**src/logic/sfp_pkg.sv**
```systemverilog
package sfp_pkg;

  // Register byte offsets
  localparam logic [7:0] SFP_CTRL_OFS    = 8'h00;
  localparam logic [7:0] SFP_STATUS_OFS  = 8'h04;
  localparam logic [7:0] SFP_TXDATA_OFS  = 8'h08;
  localparam logic [7:0] SFP_RXDATA_OFS  = 8'h0C;
  localparam logic [7:0] SFP_RFC_OFS     = 8'h10;

  // Control register fields
  localparam int SFP_CTRL_EN_BIT   = 0;
  localparam int SFP_CTRL_DPX_LSB  = 1;
  localparam int SFP_CTRL_NINE_BIT = 3;
  localparam logic [31:0] SFP_CTRL_RESET = 32'h0000_0000;

  // Receive FIFO config fields
  localparam int SFP_RFC_CLR_BIT  = 7;
  localparam int SFP_RFC_SEL_BIT  = 6;
  localparam int SFP_RFC_LVL_LSB  = 0;
  localparam logic [31:0] SFP_RFC_RESET = 32'h0000_0000;

  // Status register fields
  localparam int SFP_ST_ACTIVE_BIT = 0;
  localparam int SFP_ST_RXCNT_LSB  = 4;
  localparam int SFP_ST_TXCNT_LSB  = 8;
  localparam int SFP_ST_RXCAP_LSB  = 12;
  localparam int SFP_ST_TXCAP_LSB  = 16;

  // Storage geometry
  localparam int SFP_DEPTH = 4;
  localparam int SFP_CNT_W = 3;
  localparam int SFP_PTR_W = 2;
  localparam logic [SFP_CNT_W-1:0] SFP_CAP_ALL    = 3'h4;
  localparam logic [SFP_CNT_W-1:0] SFP_CAP_HALF   = 3'h2;
  localparam logic [SFP_CNT_W-1:0] SFP_CAP_SINGLE = 3'h1;

  // Duplex selection
  typedef enum logic [1:0] {
    SFP_DPX_NONE    = 2'h0,
    SFP_DPX_HALF_RX = 2'h1,
    SFP_DPX_HALF_TX = 2'h2,
    SFP_DPX_FULL    = 2'h3
  } sfp_dpx_t;

endpackage

```
**src/logic/sfp_byte_fifo.sv**
```systemverilog
`timescale 1ns/1ps
module sfp_byte_fifo (
  // Clock and reset
  input  wire logic                          pclk,
  input  wire logic                          presetn,
  // Control
  input  wire logic                          flush,
  input  wire logic [sfp_pkg::SFP_CNT_W-1:0] cap,
  // Write side
  input  wire logic                          push,
  input  wire logic [7:0]                    wr_data,
  // Read side
  input  wire logic                          pop,
  output logic      [7:0]                    rd_data,
  // Fill state
  output logic      [sfp_pkg::SFP_CNT_W-1:0] count,
  output logic      [sfp_pkg::SFP_CNT_W-1:0] next_count
);
  import sfp_pkg::*;

  logic [7:0]           mem [SFP_DEPTH];
  logic [SFP_PTR_W-1:0] wr_ptr;
  logic [SFP_PTR_W-1:0] rd_ptr;
  logic                 do_push;
  logic                 do_pop;

  // Guard against overrun and underrun against the allotted capacity
  assign do_push = push && (count < cap);
  assign do_pop  = pop && (count != '0);
  assign rd_data = mem[rd_ptr];

  // Next fill level
  always_comb begin
    next_count = count;
    if (flush) begin
      next_count = '0;
    end else begin
      next_count = SFP_CNT_W'(count + SFP_CNT_W'(do_push) - SFP_CNT_W'(do_pop));
    end
  end

  // Pointers wrap inside the allotted capacity only
  always_ff @(posedge pclk or negedge presetn) begin
    if (!presetn) begin
      wr_ptr <= '0;
      rd_ptr <= '0;
      count  <= '0;
    end else begin
      count <= next_count;
      if (flush) begin
        wr_ptr <= '0;
        rd_ptr <= '0;
      end else begin
        if (do_push) begin
          wr_ptr <= (SFP_CNT_W'(wr_ptr) + 1'b1 >= cap) ? '0 : SFP_PTR_W'(wr_ptr + 1'b1);
        end
        if (do_pop) begin
          rd_ptr <= (SFP_CNT_W'(rd_ptr) + 1'b1 >= cap) ? '0 : SFP_PTR_W'(rd_ptr + 1'b1);
        end
      end
    end
  end

  // Byte storage
  always_ff @(posedge pclk) begin
    if (do_push && !flush) begin
      mem[wr_ptr] <= wr_data;
    end
  end

endmodule

```
**src/logic/sfp_fifo_partition.sv**
```systemverilog
`timescale 1ns/1ps
module sfp_fifo_partition (
  // Clock and reset
  input  wire logic        pclk,
  input  wire logic        presetn,
  // APB slave
  input  wire logic        psel,
  input  wire logic        penable,
  input  wire logic        pwrite,
  input  wire logic [7:0]  paddr,
  input  wire logic [31:0] pwdata,
  output logic      [31:0] prdata,
  output logic             pready,
  output logic             pslverr,
  // Transmit byte to shift logic
  output logic      [7:0]  tx_byte,
  output logic             tx_valid,
  input  wire logic        tx_ready,
  // Receive byte from shift logic
  input  wire logic [7:0]  rx_byte,
  input  wire logic        rx_valid,
  output logic             rx_ready,
  // Configuration seen by the channel
  output logic             fifo_active
);
  import sfp_pkg::*;

  // Software state
  logic                 fifo_enable_bit;
  sfp_dpx_t             dpx_sel;
  logic                 nine_bit_mode;
  logic                 rx_irq_condition_select;
  logic [1:0]           rx_fill_level;

  // Derived partition
  logic                 next_active;
  logic [SFP_CNT_W-1:0] next_rx_cap;
  logic [SFP_CNT_W-1:0] next_tx_cap;
  logic [SFP_CNT_W-1:0] rx_cap;
  logic [SFP_CNT_W-1:0] tx_cap;
  logic                 repartition;

  // Bus phase decode
  logic                 apb_act;
  logic                 apb_wr;
  logic                 apb_rd;
  logic [31:0]          rd_word;
  logic                 rd_err;

  // FIFO handshakes
  logic                 tx_push;
  logic                 tx_pop;
  logic [7:0]           tx_head;
  logic [SFP_CNT_W-1:0] tx_cnt;
  logic                 rx_push;
  logic                 rx_pop;
  logic [7:0]           rx_head;
  logic [SFP_CNT_W-1:0] rx_cnt;
  logic [SFP_CNT_W-1:0] rx_cnt_next;

  // Address match helper
  function automatic logic hit(input logic [7:0] addr, input logic [7:0] ofs);
    hit = (addr == ofs);
  endfunction

  // One access per transfer, completed on the cycle pready is high
  assign apb_act = psel && penable && !pready;
  assign apb_wr  = apb_act && pwrite;
  assign apb_rd  = apb_act && !pwrite;

  // Partition from enable, nine-bit mode and duplex selection
  always_comb begin
    next_active = fifo_enable_bit && !nine_bit_mode;
    next_rx_cap = SFP_CAP_SINGLE;
    next_tx_cap = SFP_CAP_SINGLE;
    if (next_active) begin
      case (dpx_sel)
        SFP_DPX_HALF_RX: begin
          next_rx_cap = SFP_CAP_ALL;
        end
        SFP_DPX_HALF_TX: begin
          next_tx_cap = SFP_CAP_ALL;
        end
        SFP_DPX_FULL: begin
          next_rx_cap = SFP_CAP_HALF;
          next_tx_cap = SFP_CAP_HALF;
        end
        default: begin
          next_rx_cap = SFP_CAP_SINGLE;
          next_tx_cap = SFP_CAP_SINGLE;
        end
      endcase
    end
  end

  // Any change of partition empties both FIFOs
  assign repartition = (next_rx_cap != rx_cap) || (next_tx_cap != tx_cap)
                       || (next_active != fifo_active);

  // Applied receive capacity
  always_ff @(posedge pclk or negedge presetn) begin
    if (!presetn) begin
      rx_cap <= SFP_CAP_SINGLE;
    end else begin
      rx_cap <= next_rx_cap;
    end
  end

  // Applied transmit capacity, full depth only in half-duplex transmit
  always_ff @(posedge pclk or negedge presetn) begin
    if (!presetn) begin
      tx_cap <= SFP_CAP_SINGLE;
    end else begin
      tx_cap <= next_tx_cap;
    end
  end

  // FIFO in data path flag
  always_ff @(posedge pclk or negedge presetn) begin
    if (!presetn) begin
      fifo_active <= 1'b0;
    end else begin
      fifo_active <= next_active;
    end
  end

  // Control register, enable bit
  always_ff @(posedge pclk or negedge presetn) begin
    if (!presetn) begin
      fifo_enable_bit <= SFP_CTRL_RESET[SFP_CTRL_EN_BIT];
    end else if (apb_wr && hit(paddr, SFP_CTRL_OFS)) begin
      fifo_enable_bit <= pwdata[SFP_CTRL_EN_BIT];
    end
  end

  // Control register, duplex selection
  always_ff @(posedge pclk or negedge presetn) begin
    if (!presetn) begin
      dpx_sel <= sfp_dpx_t'(SFP_CTRL_RESET[SFP_CTRL_DPX_LSB +: 2]);
    end else if (apb_wr && hit(paddr, SFP_CTRL_OFS)) begin
      dpx_sel <= sfp_dpx_t'(pwdata[SFP_CTRL_DPX_LSB +: 2]);
    end
  end

  // Control register, nine-bit mode flag forces FIFO off
  always_ff @(posedge pclk or negedge presetn) begin
    if (!presetn) begin
      nine_bit_mode <= SFP_CTRL_RESET[SFP_CTRL_NINE_BIT];
    end else if (apb_wr && hit(paddr, SFP_CTRL_OFS)) begin
      nine_bit_mode <= pwdata[SFP_CTRL_NINE_BIT];
    end
  end

  // Receive FIFO config register, stored only
  always_ff @(posedge pclk or negedge presetn) begin
    if (!presetn) begin
      rx_irq_condition_select <= SFP_RFC_RESET[SFP_RFC_SEL_BIT];
      rx_fill_level           <= SFP_RFC_RESET[SFP_RFC_LVL_LSB +: 2];
    end else if (apb_wr && hit(paddr, SFP_RFC_OFS)) begin
      rx_irq_condition_select <= pwdata[SFP_RFC_SEL_BIT];
      rx_fill_level           <= pwdata[SFP_RFC_LVL_LSB +: 2];
    end
  end

  // Software pushes transmit bytes, pops receive bytes
  assign tx_push = apb_wr && hit(paddr, SFP_TXDATA_OFS) && (tx_cnt < tx_cap);
  assign rx_pop  = apb_rd && hit(paddr, SFP_RXDATA_OFS) && (rx_cnt != '0);

  // Read word of the addressed register
  always_comb begin
    rd_word = 32'h0000_0000;
    if (hit(paddr, SFP_CTRL_OFS)) begin
      rd_word[SFP_CTRL_EN_BIT]             = fifo_enable_bit;
      rd_word[SFP_CTRL_DPX_LSB +: 2]       = dpx_sel;
      rd_word[SFP_CTRL_NINE_BIT]           = nine_bit_mode;
    end else if (hit(paddr, SFP_STATUS_OFS)) begin
      rd_word[SFP_ST_ACTIVE_BIT]             = fifo_active;
      rd_word[SFP_ST_RXCNT_LSB +: SFP_CNT_W] = rx_cnt;
      rd_word[SFP_ST_TXCNT_LSB +: SFP_CNT_W] = tx_cnt;
      rd_word[SFP_ST_RXCAP_LSB +: SFP_CNT_W] = rx_cap;
      rd_word[SFP_ST_TXCAP_LSB +: SFP_CNT_W] = tx_cap;
    end else if (hit(paddr, SFP_RXDATA_OFS)) begin
      rd_word[7:0] = (rx_cnt != '0) ? rx_head : 8'h00;
    end else if (hit(paddr, SFP_RFC_OFS)) begin
      rd_word[SFP_RFC_SEL_BIT]             = rx_irq_condition_select;
      rd_word[SFP_RFC_LVL_LSB +: 2]        = rx_fill_level;
    end
  end

  // Refusal of unmapped, wrong-direction or overfull access
  always_comb begin
    rd_err = 1'b1;
    if (hit(paddr, SFP_CTRL_OFS)) begin
      rd_err = 1'b0;
    end else if (hit(paddr, SFP_STATUS_OFS)) begin
      rd_err = pwrite;
    end else if (hit(paddr, SFP_TXDATA_OFS)) begin
      rd_err = !pwrite || (tx_cnt >= tx_cap);
    end else if (hit(paddr, SFP_RXDATA_OFS)) begin
      rd_err = pwrite;
    end else if (hit(paddr, SFP_RFC_OFS)) begin
      rd_err = 1'b0;
    end
  end

  // Completion strobe after one wait state
  always_ff @(posedge pclk or negedge presetn) begin
    if (!presetn) begin
      pready <= 1'b0;
    end else begin
      pready <= apb_act;
    end
  end

  // Error flag, valid only with the completion strobe
  always_ff @(posedge pclk or negedge presetn) begin
    if (!presetn) begin
      pslverr <= 1'b0;
    end else begin
      pslverr <= apb_act && rd_err;
    end
  end

  // Read data, zero outside the answer cycle
  always_ff @(posedge pclk or negedge presetn) begin
    if (!presetn) begin
      prdata <= 32'h0000_0000;
    end else if (apb_act) begin
      prdata <= rd_word;
    end else begin
      prdata <= 32'h0000_0000;
    end
  end

  // Transmit output stage feeding the shift logic
  assign tx_pop = (tx_cnt != '0) && (!tx_valid || tx_ready) && !repartition;

  always_ff @(posedge pclk or negedge presetn) begin
    if (!presetn) begin
      tx_valid <= 1'b0;
      tx_byte  <= 8'h00;
    end else if (tx_pop) begin
      tx_valid <= 1'b1;
      tx_byte  <= tx_head;
    end else if (tx_ready) begin
      tx_valid <= 1'b0;
    end
  end

  // Receive side accepts while room remains next cycle
  assign rx_push = rx_valid && rx_ready;

  always_ff @(posedge pclk or negedge presetn) begin
    if (!presetn) begin
      rx_ready <= 1'b0;
    end else begin
      rx_ready <= !repartition && (rx_cnt_next < rx_cap);
    end
  end

  // Transmit storage
  sfp_byte_fifo u_tx_fifo (
    .pclk       (pclk),
    .presetn    (presetn),
    .flush      (repartition),
    .cap        (tx_cap),
    .push       (tx_push),
    .wr_data    (pwdata[7:0]),
    .pop        (tx_pop),
    .rd_data    (tx_head),
    .count      (tx_cnt),
    .next_count ()
  );

  // Receive storage
  sfp_byte_fifo u_rx_fifo (
    .pclk       (pclk),
    .presetn    (presetn),
    .flush      (repartition),
    .cap        (rx_cap),
    .push       (rx_push),
    .wr_data    (rx_byte),
    .pop        (rx_pop),
    .rd_data    (rx_head),
    .count      (rx_cnt),
    .next_count (rx_cnt_next)
  );

endmodule

```
**config.mk**
```make
export PLATFORM = sky130hd
export DESIGN_NAME = sfp_fifo_partition
export DESIGN_NICKNAME = d
export VERILOG_FILES = /design/src/logic/sfp_pkg.sv /design/src/logic/sfp_byte_fifo.sv /design/src/logic/sfp_fifo_partition.sv
export SDC_FILE = /design/constraint.sdc
export NUM_CORES = 1
export LEC_CHECK = 0
export ABC_CLOCK_PERIOD_IN_PS = 2900
export BUFFER_PORTS_ARGS = -buffer_cell sky130_fd_sc_hd__buf_2
export CAP_MARGIN = 20
export CORE_MARGIN = 3
export CORE_UTILIZATION = 50
export CTS_CLUSTER_DIAMETER = 40
export DETAILED_ROUTE_END_ITERATION = 8
export GPL_TIMING_DRIVEN = 0
export PLACE_DENSITY = 0.74
export SLEW_MARGIN = 25
export SYNTH_ARGS = -nofsm -noshare
export SYNTH_HDL_FRONTEND = slang
export SYNTH_SLANG_ARGS = --single-unit
```
**constraint.sdc**
```tcl
create_clock -name pclk -period 2.9 [get_ports pclk]
set_input_delay 0.145 -clock pclk [delete_from_list [all_inputs] [get_ports pclk]]
set_output_delay 0.145 -clock pclk [all_outputs]
set_load 0.02 [all_outputs]
```
==> impl_results.md <==
- Run status: finished, violations left
- Failing checks: setup timing
- Worst path required time: between 3 and 4 ns
- DRC violations left: 0
- Post-synth EDFFs: 64
- Largest family of logic cells by synthesized area: multiplexers
- RSZ-0062 raised after global routing: yes
- CP startpoint kind: flip-flop
- Io pins: 100
- WL/cell: ~17 µm
- Largest stage delay, worst path: about 0.56 ns
- XOR/XNOR share of the synthesized area: less than 1%
- Crit Path Class: flip-flop to flip-flop
- Fillers: just under 800
- Data arrival, critical path: between 3 and 4 ns
- CTS Sinks: around 120
- Critical R2R Capture: u_tx_fifo.count[2]
- Worst Hold Path Cells: 3
- Most frequent cell after synthesis: edfxtp_1
- Critical path fanouts, max: 5
- Compound-Gate Fraction of Synth Area: 5.418%
- Global placement routability congestion: around 0.83
- Clock Tree Buf Depth: 2
- Final worst setup slack: -0.08123 ns
- Tot GR Track Use: a little under 20%
- Global-route wire length before repair: between 15000 and 20000 µm
- Worst R2R Setup Slack: -0.08 ns
- Post-Synth Adder-Cell Area: roughly 8.3%
- Slew HR: between 40% and 50%
- Max Transition Viols Final: 0
- Register-to-Register Path Depth: 13
- Async S/R FF share, synth: between 40 and 50%
- Placed Area: around 6000 µm²
- Final worst path period need: slightly below 3 ns
- TritonRoute pass-1 iters: 5
- Vias per cell: 5.323
- Skew final: around 0.016 ns
- Area leader, netlist: edfxtp_1
- Initial antenna violation count: 2
- Post-synthesis cell type count: 53
- Synth Warn #: 0
- Area of the core: 10460 µm²
- Clk_lat worst skew: about 0.51 ns
- Simple-gate portion of the synthesized area: 9.803%
- Mapped Area: roughly 5500 µm²
- Drt initial violations: approximately 140
- CTS tree: built
- Hold crit path type: primary input to flip-flop
- Slew @ Worst Pin: between 0.7 and 0.8 ns
- Via count: between 3000 and 4000
- Final Cycle Share: 102.8%
- CP delay by family, top: simple AND/OR/NAND/NOR gates
- Cells after synthesis: between 300 and 400
- Die ar.: roughly 12000 µm²
- Hold EP: pslverr
- Vias in the first global route: 3751
- Wirelength, routed: between 10000 and 15000 µm
- H-tree depth: 4
- Final ANT Viol Nets: 0
- Critical path cell sequence: and2b_2, nand2_2, a2bb2oi_1, or4_4, or2_4, inv_4, ha_4, inv_2, ha_4, fa_2, xnor2_2, xnor2_1, nor2_1
- Max-cap violations: 0
- Hold Path Origin: paddr[0]
- Setup violators final: 1
- Setup crit end kind: flip-flop
- Post-synth top flop: edfxtp_1
- Pleak: 2.979 nW
- FMAX: 0.3354 GHz
- Die height: around 110 µm
- Finished Cell Area: 6957 µm²
- Initial Utilization: 52.09%
- Peak supply drop: about 510 µV
- CP bufs+invs: 2
- Synth cell count leaders: 64 x edfxtp_1, 53 x dfrtp_1, 33 x ha_1
- Worst-path clk slew: ~0.060 ns
- Top cell type's share of synthesized area: 35.26%
- Num rows: 37
- Multiplexer share of the synthesized area: between 10% and 20%
- Worst R2R Start: nine_bit_mode
- Num CTS Buffers: 17
- Setup TNS: -0.08123 ns
- Most used cell along the critical path: ha_4
- Synth area leaders: edfxtp_1 35%, dfrtp_1 24%, ha_1 7.6%, mux4_2 6.6%, buf_4 2.2%
- Die W: ~110 µm
- Dpl hpwl: about 7700 µm
- Layout cells sized above 1: 34.42%
- PortBufs: 59
- Avg Synthesized Cell Area: around 14 µm²
- Area Growth Syn to Fin: 27.64%
- Yosys reg bits: ~120
- CTS Root Cell: clkbuf_8
- Largest net degree at the start of global routing: 56
- Crit path from: nine_bit_mode
- Final Hold Viols: 0
- Congestion Overflow GR: 0
- Worst path slowest cell: or4_4
- Seq/Total Area, Yosys: between 60% and 70%
- Cell area power density: 771.0 nW/µm²
- Nets: approximately 600
power by group:
group | leakage (nW) | internal [mW] | switching [mW] | total, mW
Sequential | 1.29 | 1.94 | 0.110 | 2.05
Combinational | 1.40 | 0.571 | 0.597 | 1.17
Clock | 0.295 | 1.35 | 0.789 | 2.14
cell families after synthesis:
kind of cell | Yosys count
adder cells (fa/ha/maj) | 35
buffers and inverters | 54
other | 1
AND/OR/NAND/NOR | 97
flip-flops | 119
AO/OA/AOI/OAI | 44
XOR/XNOR | 4
multiplexers | 31
state kept, by name, indices dropped and copies added, names as in the netlist, 2 cells and up:
register          count
tx_cap                3
u_rx_fifo.count       3
u_tx_fifo.mem        32
rx_cap                2
u_rx_fifo.rd_ptr      2
u_rx_fifo.wr_ptr      2
u_rx_fifo.mem        32
u_tx_fifo.wr_ptr      2
tx_byte               8
dpx_sel               2
rx_fill_level         2
u_tx_fifo.rd_ptr      2
prdata               16
u_tx_fifo.count       3
tightest hold or removal path: cells and delay by family:
family | cells | cell delay (ns)
AOI/OAI and AO/OA | 1 | 0.14
and+or+nand+nor | 1 | 0.06
buffers and inverters | 1 | 0.12
stage by stage:
step | util, % | setup WS (ns) | total power, mW | hold slack, ns | std cells
2_1_floorplan | - | -0.1201 | 2.906 | -0.1506 | 399
3_3_place_gp | 57.58 | -0.5309 | 3.149 | 0.3538 | 594
3_5_place_dp | 57.61 | -0.5655 | 3.203 | 0.2506 | 594
4_1_cts | 66.38 | -0.1315 | 5.394 | 0.002733 | 657
5_1_grt | 66.49 | -0.1641 | 5.632 | 0.01069 | 657
6_report | 66.49 | -0.08123 | 5.364 | 0.01633 | 657
cell type report:
cell class | count | area [µm²] | area share [%]
well taps | 136 | 170.2 | 2.446
clock inverters | 14 | 186.4 | 2.680
inverters | 26 | 102.6 | 1.475
clock buffers | 18 | 427.9 | 6.151
diodes | 1 | 2.502 | 0.03597
multi-input cells | 226 | 2007 | 28.85
plain buffers | 26 | 166.4 | 2.392
repair buffers | 91 | 588.1 | 8.453
flip-flops and latches | 119 | 3306 | 47.52
per-layer routing:
metal  global-route usage [%]  routed length, µm  up-vias
met1                    22.48               4458     1755
met5                        0                 13        -
met4                    5.583                116        2
li1                         -                  -     1624
met3                    5.808                595       12
met2                    34.99               6065      104
worst max-delay path by stage:
stage / slack, ns / depth (start not counted) / endpoint
finish: -0.08 / 13 / u_tx_fifo.count[2]
global route: -0.16 / 14 / rx_ready
CTS: -0.13 / 15 / u_tx_fifo.count[2]
detailed placement: -0.57 / 16 / rx_ready
global placement: -0.53 / 16 / rx_ready
floorplan: -0.12 / 15 / u_tx_fifo.count[2]
repair_timing:
action,4_1_cts,5_1_grt
hold endpoints to repair,128,0
gates cloned,0,0
pin swaps,7,8
hold buffers,20,0
setup endpoints to repair,3,35
gates resized for setup,8,12
buffers inserted,11,1
placed cells by master (no fill, tap or decap), drive strengths merged, types with 8 or more instances in the layout:
cell / synthesis / final
a21oi: 10 / 10
and2: 9 / 9
buf: 21 / 91
clkbuf: 7 / 24
conb: 1 / 15
dfrtp: 53 / 53
dlygate4sd3: 0 / 20
edfxtp: 64 / 64
ha: 33 / 33
inv: 26 / 32
mux2: 13 / 13
mux4: 16 / 16
nand2: 14 / 14
nand2b: 8 / 8
nor2: 30 / 30
nor4: 8 / 8
o21ai: 9 / 9
Power figures use the tool's default switching activity.
